**src/tcm_pkg.sv**
```systemverilog
// Package of constants and types for the amplifier direct mode and chop math
package tcm_pkg;

    // ==========================================================
    // Register indexes (byte address is four times the index)
    localparam logic [9:0] IDX_MODE_A = 10'h042;
    localparam logic [9:0] IDX_CONN_A = 10'h043;
    localparam logic [9:0] IDX_MODE_B = 10'h044;
    localparam logic [9:0] IDX_CONN_B = 10'h045;
    localparam logic [9:0] IDX_MATH   = 10'h058;
    localparam logic [9:0] IDX_ACC_A  = 10'h060;
    localparam logic [9:0] IDX_ACC_B  = 10'h061;
    localparam logic [9:0] IDX_STATUS = 10'h062;

    // ==========================================================
    // Field positions
    localparam int MATH_A12_LSB  = 1;
    localparam int MATH_B12_LSB  = 5;
    localparam int MATH_BUF_BIT  = 7;
    localparam int MATH_A34_LSB  = 8;
    localparam int MATH_B34_LSB  = 10;
    localparam int MODE_BUF_BIT  = 7;
    localparam int MODE_GAIN_BIT = 9;
    localparam int STAT_BUSY_BIT = 0;
    localparam int STAT_PLSA_LSB = 1;
    localparam int STAT_PLSB_LSB = 3;
    localparam int STAT_CHAN_LSB = 5;
    localparam int STAT_SLOT_BIT = 7;

    // ==========================================================
    // Connection codes and reset values
    localparam logic [15:0] CONN_FILTER_OFF = 16'hAE65;
    localparam logic [15:0] CONN_DIRECT     = 16'hB065;
    localparam logic [15:0] RST_CONN        = 16'hADA5;
    localparam logic [15:0] RST_MODE        = 16'h1C00;
    localparam logic [15:0] RST_MATH        = 16'h0000;

    // ==========================================================
    // Widths and timing
    localparam int CODE_W          = 14;
    localparam int ACC_W           = 27;
    localparam int NUM_CHANNELS    = 4;
    localparam int CLK_PERIOD_NS   = 10;
    localparam int CONV_GAP_NS     = 1000;
    localparam int CONV_GAP_CYC    = CONV_GAP_NS / CLK_PERIOD_NS;

    // ==========================================================
    // Types
    typedef enum logic [0:0] {SEQ_IDLE, SEQ_RUN} tcm_seq_t;

    typedef struct packed {
        logic              valid;
        logic              slot;
        logic [CODE_W-1:0] code;
    } tcm_sample_t;

    typedef struct packed {
        logic bypass_filter;
        logic bypass_integ;
        logic integ_as_buf;
        logic gain_07;
        logic direct_mode;
    } tcm_path_t;

    typedef struct packed {
        logic [15:0]        mode_a;
        logic [15:0]        conn_a;
        logic [15:0]        mode_b;
        logic [15:0]        conn_b;
        logic [15:0]        math;
        logic [ACC_W-1:0]   acc_a;
        logic [ACC_W-1:0]   acc_b;
        logic [1:0]         pulse_a;
        logic [1:0]         pulse_b;
        logic               pready;
        logic               pslverr;
        logic [31:0]        prdata;
        tcm_path_t          path_a;
        tcm_path_t          path_b;
        tcm_seq_t           seq;
        logic [7:0]         seq_cnt;
        logic               conv_start;
        logic [1:0]         conv_chan;
        logic               conv_slot;
    } tcm_state_t;

endpackage : tcm_pkg

```
**src/tcm_top.sv**
```systemverilog
// Register file, chop math accumulators and direct-conversion sequencer
//
// Decided for this implementation: the APB register port.
`timescale 1ns/1ps

module tcm_top #(
    parameter int CONV_GAP = tcm_pkg::CONV_GAP_CYC
) (
    input  wire logic                 CLOCK,
    input  wire logic                 RESET_N,
    input  wire logic [11:0]          PADDR,
    input  wire logic                 PSEL,
    input  wire logic                 PENABLE,
    input  wire logic                 PWRITE,
    input  wire logic [31:0]          PWDATA,
    output logic                      PREADY,
    output logic [31:0]               PRDATA,
    output logic                      PSLVERR,
    input  wire tcm_pkg::tcm_sample_t SAMPLE_IN,
    input  wire logic                 SLOT_START,
    input  wire logic                 SLOT_START_SEL,
    output tcm_pkg::tcm_path_t        SLOT_A_PATH,
    output tcm_pkg::tcm_path_t        SLOT_B_PATH,
    output logic                      CONV_START,
    output logic [1:0]                CONV_CHAN,
    output logic                      CONV_SLOT,
    output logic                      SEQ_BUSY
);

    // ==========================================================
    // Functions

    // Path settings from one slot's mode and connection registers and the shared math register
    function automatic tcm_pkg::tcm_path_t path_decode(
        input logic [15:0] mode,
        input logic [15:0] conn,
        input logic [15:0] math
    );
        tcm_pkg::tcm_path_t p;
        logic               off_flt;
        logic               direct;
        off_flt = (conn == tcm_pkg::CONN_FILTER_OFF);
        direct  = (conn == tcm_pkg::CONN_DIRECT);
        p.bypass_filter = off_flt | direct;
        p.bypass_integ  = direct;
        p.integ_as_buf  = off_flt & mode[tcm_pkg::MODE_BUF_BIT]
                          & math[tcm_pkg::MATH_BUF_BIT];
        p.gain_07       = mode[tcm_pkg::MODE_GAIN_BIT];
        p.direct_mode   = off_flt | direct;
        return p;
    endfunction : path_decode

    // High when the pulse at this index of the group is subtracted
    function automatic logic sub_sel(
        input logic [15:0] math,
        input logic        slot,
        input logic [1:0]  pulse
    );
        logic [1:0] pair;
        if (slot) begin
            pair = pulse[1] ? math[tcm_pkg::MATH_B34_LSB +: 2]
                            : math[tcm_pkg::MATH_B12_LSB +: 2];
        end else begin
            pair = pulse[1] ? math[tcm_pkg::MATH_A34_LSB +: 2]
                            : math[tcm_pkg::MATH_A12_LSB +: 2];
        end
        // Upper bit signs the first sample of a pair, lower the second
        return pulse[0] ? pair[0] : pair[1];
    endfunction : sub_sel

    // Signed update of an accumulator with one sample
    function automatic logic [tcm_pkg::ACC_W-1:0] acc_step(
        input logic [tcm_pkg::ACC_W-1:0]  acc,
        input logic [tcm_pkg::CODE_W-1:0] code,
        input logic                       sub
    );
        logic [tcm_pkg::ACC_W-1:0] ext;
        ext = {{(tcm_pkg::ACC_W - tcm_pkg::CODE_W){1'b0}}, code};
        return sub ? acc - ext : acc + ext;
    endfunction : acc_step

    // ==========================================================
    // State

    localparam logic [7:0] GAP_LAST = 8'(CONV_GAP - 1);

    tcm_pkg::tcm_state_t st_reg;
    tcm_pkg::tcm_state_t st_next;

    logic [9:0]  idx;
    logic        access;
    logic        commit;
    logic        wr_commit;
    logic        hit;
    logic [31:0] rd_value;
    logic        clr_a;
    logic        clr_b;
    logic        smp_sub;
    logic        start_ok;

    // ==========================================================
    // Next-state logic

    always_comb begin
        st_next = st_reg;
        idx     = PADDR[11:2];
        access  = PSEL & PENABLE;
        commit  = access & st_reg.pready;
        wr_commit = commit & PWRITE & ~st_reg.pslverr;
        clr_a   = 1'b0;
        clr_b   = 1'b0;
        smp_sub = 1'b0;
        start_ok = 1'b0;

        // Register read mux and address decode
        hit      = 1'b1;
        rd_value = 32'h0000_0000;
        unique case (idx)
            tcm_pkg::IDX_MODE_A: rd_value = {16'h0000, st_reg.mode_a};
            tcm_pkg::IDX_CONN_A: rd_value = {16'h0000, st_reg.conn_a};
            tcm_pkg::IDX_MODE_B: rd_value = {16'h0000, st_reg.mode_b};
            tcm_pkg::IDX_CONN_B: rd_value = {16'h0000, st_reg.conn_b};
            tcm_pkg::IDX_MATH:   rd_value = {16'h0000, st_reg.math};
            tcm_pkg::IDX_ACC_A:
                rd_value = 32'($signed(st_reg.acc_a));
            tcm_pkg::IDX_ACC_B:
                rd_value = 32'($signed(st_reg.acc_b));
            tcm_pkg::IDX_STATUS: begin
                rd_value[tcm_pkg::STAT_BUSY_BIT] =
                    (st_reg.seq == tcm_pkg::SEQ_RUN);
                rd_value[tcm_pkg::STAT_PLSA_LSB +: 2] = st_reg.pulse_a;
                rd_value[tcm_pkg::STAT_PLSB_LSB +: 2] = st_reg.pulse_b;
                rd_value[tcm_pkg::STAT_CHAN_LSB +: 2] = st_reg.conv_chan;
                rd_value[tcm_pkg::STAT_SLOT_BIT]      = st_reg.conv_slot;
            end
            default: hit = 1'b0;
        endcase
        if (PADDR[1:0] != 2'b00) begin
            hit = 1'b0;
        end

        // ======================================================
        // APB slave: one wait state, answer in second access cycle
        if (access & ~st_reg.pready) begin
            st_next.pready  = 1'b1;
            st_next.pslverr = ~hit;
            st_next.prdata  = (hit & ~PWRITE) ? rd_value : 32'h0000_0000;
        end else begin
            st_next.pready  = 1'b0;
            st_next.pslverr = 1'b0;
            st_next.prdata  = 32'h0000_0000;
        end

        // Register writes take effect at the edge that completes them
        if (wr_commit) begin
            unique case (idx)
                tcm_pkg::IDX_MODE_A: st_next.mode_a = PWDATA[15:0];
                tcm_pkg::IDX_CONN_A: st_next.conn_a = PWDATA[15:0];
                tcm_pkg::IDX_MODE_B: st_next.mode_b = PWDATA[15:0];
                tcm_pkg::IDX_CONN_B: st_next.conn_b = PWDATA[15:0];
                tcm_pkg::IDX_MATH:   st_next.math   = PWDATA[15:0];
                tcm_pkg::IDX_ACC_A:  clr_a = 1'b1;
                tcm_pkg::IDX_ACC_B:  clr_b = 1'b1;
                default: ;
            endcase
        end

        // ======================================================
        // Path settings, each slot decoded on its own mode and connection registers plus the shared math register
        st_next.path_a = path_decode(st_next.mode_a, st_next.conn_a,
                                     st_next.math);
        st_next.path_b = path_decode(st_next.mode_b, st_next.conn_b,
                                     st_next.math);

        // ======================================================
        // Accumulators; a clear by software loses no sample
        if (clr_a) begin
            st_next.acc_a = '0;
        end
        if (clr_b) begin
            st_next.acc_b = '0;
        end
        if (SLOT_START & ~SLOT_START_SEL) begin
            st_next.pulse_a = 2'b00;
        end
        if (SLOT_START & SLOT_START_SEL) begin
            st_next.pulse_b = 2'b00;
        end
        if (SAMPLE_IN.valid) begin
            if (SAMPLE_IN.slot) begin
                // Direct mode passes raw converter codes, no chop signs
                smp_sub = ~st_reg.path_b.direct_mode
                          & sub_sel(st_reg.math, 1'b1,
                                    st_reg.pulse_b);
                st_next.acc_b = acc_step(st_next.acc_b, SAMPLE_IN.code,
                                         smp_sub);
                st_next.pulse_b = st_reg.pulse_b + 2'd1;
            end else begin
                smp_sub = ~st_reg.path_a.direct_mode
                          & sub_sel(st_reg.math, 1'b0,
                                    st_reg.pulse_a);
                st_next.acc_a = acc_step(st_next.acc_a, SAMPLE_IN.code,
                                         smp_sub);
                st_next.pulse_a = st_reg.pulse_a + 2'd1;
            end
        end

        // ======================================================
        // Direct-conversion channel sequencer
        st_next.conv_start = 1'b0;
        start_ok = SLOT_START & (SLOT_START_SEL ? st_reg.path_b.direct_mode
                                                : st_reg.path_a.direct_mode);
        unique case (st_reg.seq)
            tcm_pkg::SEQ_IDLE: begin
                if (start_ok) begin
                    st_next.seq        = tcm_pkg::SEQ_RUN;
                    st_next.conv_start = 1'b1;
                    st_next.conv_chan  = 2'd0;
                    st_next.conv_slot  = SLOT_START_SEL;
                    st_next.seq_cnt    = GAP_LAST;
                end
            end
            tcm_pkg::SEQ_RUN: begin
                // Further starts are ignored until all channels are done
                if (st_reg.seq_cnt != 8'd0) begin
                    st_next.seq_cnt = st_reg.seq_cnt - 8'd1;
                end else if (st_reg.conv_chan !=
                             2'(tcm_pkg::NUM_CHANNELS - 1)) begin
                    st_next.conv_chan  = st_reg.conv_chan + 2'd1;
                    st_next.conv_start = 1'b1;
                    st_next.seq_cnt    = GAP_LAST;
                end else begin
                    st_next.seq = tcm_pkg::SEQ_IDLE;
                end
            end
        endcase
    end

    // ==========================================================
    // State register

    always_ff @(posedge CLOCK or negedge RESET_N) begin
        if (!RESET_N) begin
            st_reg.mode_a     <= tcm_pkg::RST_MODE;
            st_reg.conn_a     <= tcm_pkg::RST_CONN;
            st_reg.mode_b     <= tcm_pkg::RST_MODE;
            st_reg.conn_b     <= tcm_pkg::RST_CONN;
            st_reg.math       <= tcm_pkg::RST_MATH;
            st_reg.acc_a      <= '0;
            st_reg.acc_b      <= '0;
            st_reg.pulse_a    <= 2'b00;
            st_reg.pulse_b    <= 2'b00;
            st_reg.pready     <= 1'b0;
            st_reg.pslverr    <= 1'b0;
            st_reg.prdata     <= 32'h0000_0000;
            st_reg.path_a     <= '0;
            st_reg.path_b     <= '0;
            st_reg.seq        <= tcm_pkg::SEQ_IDLE;
            st_reg.seq_cnt    <= 8'h00;
            st_reg.conv_start <= 1'b0;
            st_reg.conv_chan  <= 2'b00;
            st_reg.conv_slot  <= 1'b0;
        end else begin
            st_reg <= st_next;
        end
    end

    // ==========================================================
    // Outputs, all straight from the state register

    assign PREADY      = st_reg.pready;
    assign PRDATA      = st_reg.prdata;
    assign PSLVERR     = st_reg.pslverr;
    assign SLOT_A_PATH = st_reg.path_a;
    assign SLOT_B_PATH = st_reg.path_b;
    assign CONV_START  = st_reg.conv_start;
    assign CONV_CHAN   = st_reg.conv_chan;
    assign CONV_SLOT   = st_reg.conv_slot;
    assign SEQ_BUSY    = (st_reg.seq == tcm_pkg::SEQ_RUN);

endmodule : tcm_top

```
**config.mk**
```make
export PLATFORM = sky130hd
export DESIGN_NAME = tcm_top
export DESIGN_NICKNAME = d
export VERILOG_FILES = /design/src/tcm_pkg.sv /design/src/tcm_top.sv
export SDC_FILE = /design/constraint.sdc
export NUM_CORES = 1
export LEC_CHECK = 0
export BUFFER_PORTS_ARGS = -buffer_cell sky130_fd_sc_hd__buf_2
export CAP_MARGIN = 0
export CELL_PAD_IN_SITES_DETAIL_PLACEMENT = 0
export CELL_PAD_IN_SITES_GLOBAL_PLACEMENT = 1
export CORE_UTILIZATION = 45
export DETAILED_ROUTE_END_ITERATION = 8
export PLACE_DENSITY = 0.75
export SYNTH_ARGS = -nofsm -noshare
export SYNTH_HDL_FRONTEND = slang
export SYNTH_SLANG_ARGS = --single-unit
```
**constraint.sdc**
```tcl
create_clock -name CLOCK -period 4.75 [get_ports CLOCK]
set_input_delay 0.95 -clock CLOCK [delete_from_list [all_inputs] [get_ports CLOCK]]
set_output_delay 0.95 -clock CLOCK [all_outputs]
set_load 0.05 [all_outputs]
```
Yosys cells after proc, flatten, opt, wreduce, memory -nomap -nowiden
Index checks and enable logic that the tools add are counted.
{"block": "word_totals", "register_bits": 193, "latchBits": 0, "ram_bits": 0, "rom_bits": 0, "word_cells": 130, "memories": 0}
{"block": "op_classes", "add_sub_neg": 8, "mul": 0, "div": 0, "order_cmp": 0, "eq_ne": 17, "n_shift": 0, "mux": 43, "bitwise": 25, "reduce_logical": 9}
{"operator": "case mux 24 bit (7 select lines)", "count": 1}
{"operator": "two-way mux 27 bit", "count": 6}
{"operator": "== test 10 x 7 -> 1 bit, second input constant", "count": 8}
{"operator": "two-way mux 74 bit", "count": 1}
{"operator": "== test 16 bit, second input constant", "count": 4}
{"operator": "two-way mux 16 bit", "count": 4}
{"operator": "case mux 8 bit (8 select lines)", "count": 1}
{"operator": "two-way mux 58 bit", "count": 1}
{"operator": "adder 27 x 14 -> 27 bit", "count": 2}
{"operator": "subtractor 27 x 14 -> 27 bit", "count": 2}
{"operator": "two-way mux 34 bit", "count": 1}
{"operator": "two-way mux 32 bit", "count": 1}
{"operator": "case mux 12 bit (2 select lines)", "count": 1}
{"operator": "two-way mux 2 bit", "count": 10}
{"operator": "AND 1 bit", "count": 15}
{"operator": "two-way mux 13 bit", "count": 1}
{"operator": "two-way mux 1 bit", "count": 11}
{"operator": "two-way mux 11 bit", "count": 1}
{"operator": "two-way mux 10 bit", "count": 1}
{"operator": "AND reduction 2 bit", "count": 5}
{"operator": "two-way mux 8 bit", "count": 1}
{"operator": "inverter 1 bit", "count": 8}
{"operator": "nonzero test 8 bit", "count": 1}
{"operator": "OR reduction 8 bit", "count": 1}
{"operator": "other kinds (9)", "count": 14}

Longest topological paths before layout
{"block": "depth", "word_depth": 10, "depth_mapped": 20}

Worst setup path before layout
Ideal clock, no wire load.
{"block": "synth_path", "kind": "in2reg", "from": "in SAMPLE_IN[1] in the netlist's numbering", "to": "reg st_reg[87] in the netlist's numbering", "setup_ps": 123, "arrival_ps": 4758, "t_required_ps": 4627, "setup_slack_ps": -131, "path_stages": 18, "n_path_buf": 0, "path_cell_list": "nor3_1 > nor3b_1 > nor3b_1 > nand2_1 > nor3_1 > nor2_1 > xnor2_1 > ha_1 > a21o_1 > a221o_1 > o211a_1 > a311o_1 > o41a_1 > a311oi_1 > o21bai_1 > xnor2_1 > nor2_1 > xnor2_1"}
{"item": "start, declared", "line_no": "tcm_top.sv:19", "text": "input wire tcm_pkg::tcm_sample_t SAMPLE_IN,"}
{"item": "end signal, assigned", "line_no": "tcm_top.sv:264", "text": "st_reg <= st_next;"}
{"item": "end, declared", "line_no": "tcm_top.sv:87", "text": "tcm_pkg::tcm_state_t st_reg;"}

==> flow_summary_export.csv <==
group,metric,value,unit
status,status,"finished clean",
synth,synth.distinct_cells,63,
floorplan,pin_count,116,
sta,drv_slew,0,
synth,synth_edf_count,0,
sta,period_minus_slack,4.57,ns
sta,fmax,219,MHz
cts,numCtsBuffers,17,
sta,fin_crit_sh,96.2,%
synth,netlist_area,11600,sq um
finish,syn_to_final_growth,18.9,%
global_route,grtUsageTotal,25.4,%
power,p_clk_share,19.8,%
setup_path,critical_path_arrival,4.90,ns
placed_design,dp.cells,1764,
power,p_comb_share,51.9,%
floorplan,core_region_area,25300,sq um
floorplan,dieHeight,163,um
setup_path,crit_required,5.08,ns
finish,drive_gt1_share,25.7,%
synth,synth.ff_latch_count,186,
routing,wl,32500,um
synth,postSynthCellCount,1288,
synth,yosysWarnings,0,
cts,clkSinkCount,186,
cts,htree_num_levels,4,
sta,hold_slack,0.454,ns
sta,slew_headroom,40.0,%
cts,path_clk_slew,0.08,ns
floorplan,start_util,46.1,%
power,sw_frac_of_total,39.1,%
floorplan,design.die.area,26500,sq um
finish,largest_register_ffs,146,
floorplan,rows,58,
placed_design,dp_hpwl,24100,um
synth,synth_area_leaders,"dfrtp_1 35%, nand2_1 6.7%, ha_1 6.0%",
synth,synth.yosys.seq_area_share,40.3,%
sta,finalSetupViolCount,0,
global_route,grt_max_degree,112,
synth,synth.avg_cell_area,9.03,sq um
placed_design,gp_congestion,0.871,
global_route,grt_pass1_vias,9677,
placed_design,io_buffers,99,
sta,hold_viol_final,0,
sta,worstMarginPinSlew,0.901,ns
cts,root_buffer,"clkbuf_16",
routing,drcViolationCount,0,
finish,final_core_util,54.7,%
setup_path,startpoint_type,"input port",
floorplan,die_x,163,um
finish,instances_no_fill,1798,
power,power.internal,4330,uW
job,maxCapViolations,0,
global_route,antenna_found_initial,1,
routing,drtAntennaViolNets,0,
finish,nets,1580,
cts,cts_buffer_depth,2,
cts,cts_tree,"yes",
min_path,hp-class,"reg2reg",
placed_design,post-place-ws,-0.341,ns
synth,async_flop_share,100,%
cts,clk_latency,0.44,ns
synth,post-synth-top-count-cell,"nand2_1",
routing,wl_per_cell,18.1,um
sta,fin_ws,0.180,ns
power,switchingPower,2770,uW
routing,drt_iter0_markers,881,
global_route,grt_pass1_wl,52200,um
setup_path,path_class,"in2reg",
synth,netlist_top_cells_count,"208 x nand2_1, 162 x dfrtp_1, 97 x o21ai_0",
power,p_leak,0.00677,uW
routing,via_per_inst,5.49,
setup_path,critPathMaxFanout,4,
routing,num_vias,9869,
synth,synth_flop_cell,"dfrtp_1",
power,ir_drop,0.000300,V
synth,synth_nets,1413,
power,power_per_cell_area,514,nW/um^2
synth,synth_top_area_share,34.9,%
sta,fin_worst_skew,0.0170,ns
routing,drt-pass1-iter-count,8,
setup_path,cp-end-kind,"flop",
global_route,grt.overflow.total,0,
synth,synth_area_leader_cell,"dfrtp_1",
power,p_seq_share,28.3,%
[final timing paths]
check                             start     endpoint  slack (ns)  cells after the start
max                        SAMPLE_IN[1]   st_reg[87]        0.18                     20
min                         st_reg[190]  st_reg[190]        0.45                      2
max reg2reg                  st_reg[57]   st_reg[87]        0.63                     17
min reg2reg                 st_reg[190]  st_reg[190]        0.45                      2
max in group asynchronous       RESET_N  st_reg[190]        3.09                      2
min in group asynchronous       RESET_N  st_reg[166]        0.63                      1
[critical path, stage by stage]
cell,delay (ns)
buf_2,0.11
nor3_2,0.17
buf_4,0.15
nor3b_4,0.20
nor3b_4,0.24
nand2_2,0.10
nor3_2,0.18
nor2_1,0.07
xnor2_1,0.19
ha_1,0.28
a21o_1,0.16
a221o_1,0.33
o211a_1,0.23
a311o_1,0.30
o41a_1,0.48
a311oi_2,0.31
o21bai_1,0.11
xnor2_1,0.13
nor2_1,0.06
xnor2_1,0.14
[routing by layer]
layer	wire (um)	global-route usage (%)	vias to the layer above
li1	-	-	4870
met1	16200	37.3	4703
met2	14200	39.2	262
met3	1650	4.02	32
met4	454	5.52	2
met5	11	0	-
[cells by family (layout without fill, tap and decap cells)]
logic type | Yosys count | count (layout) | share of synthesized area (%)
other cells | 0 | 1 | 0
mux | 67 | 67 | 6.30
flops | 186 | 186 | 40.3
fa+ha+maj | 58 | 58 | 6.37
xor+xnor | 70 | 70 | 5.27
buf+inv | 123 | 302 | 5.40
simple gates | 477 | 477 | 19.3
compound gates | 307 | 307 | 17.1
[repair_timing]
item / 4_1_cts / 5_1_grt
endpoints found under the setup margin: 0 / 14
setup buffers: 0 / 2
resized for setup: 0 / 22
hold buffers: 0 / 0
[layout by cell type, fill, tap and decap left out, types with 10 or more instances in the layout]
master	n
xnor2_1	36
and3_1	10
ha_1	56
buf_2	98
and2_1	55
dfstp_2	24
a22oi_1	17
o21ai_0	95
nand2_1	204
nor3_1	15
a222oi_1	20
clkbuf_16	17
mux2_2	50
xor2_1	34
nor2b_1	18
nand3_1	13
dfrtp_1	162
a21oi_1	60
a21o_1	26
buf_4	147
mux2i_1	17
nor2_1	94
nand2b_1	14
inv_1	23
a31oi_1	19
[final cells by class]
type,instances,area [sq um]
well taps,330,413
clock inverters,14,158
fillers,2321,11400
clock buffers,17,425
flip-flops and latches,186,4680
repair buffers,247,1630
inverters,24,90.1
multi-input cells,979,6420
diodes,1,2.50
[power by group through the flow]
stage	Combinational, uW	Sequential [uW]	Clock [uW]
floorplan	2370	1910	0
global placement	3570	2020	0
detailed placement	3600	2030	0
CTS	3630	2000	1440
global route	4150	2030	1500
finish	3690	2010	1410
[stage by stage]
step | setup TNS (ns) | area [sq um] | total power (uW)
after floorplan | 0 | 11600 | 4290
after global placement | -2.98 | 13100 | 5600
after detailed placement | -2.82 | 13100 | 5630
after CTS | 0 | 13700 | 7060
after global routing | -0.0368 | 13800 | 7690
final | 0 | 13800 | 7100
No activity file was read; power rests on OpenSTA's default activity.
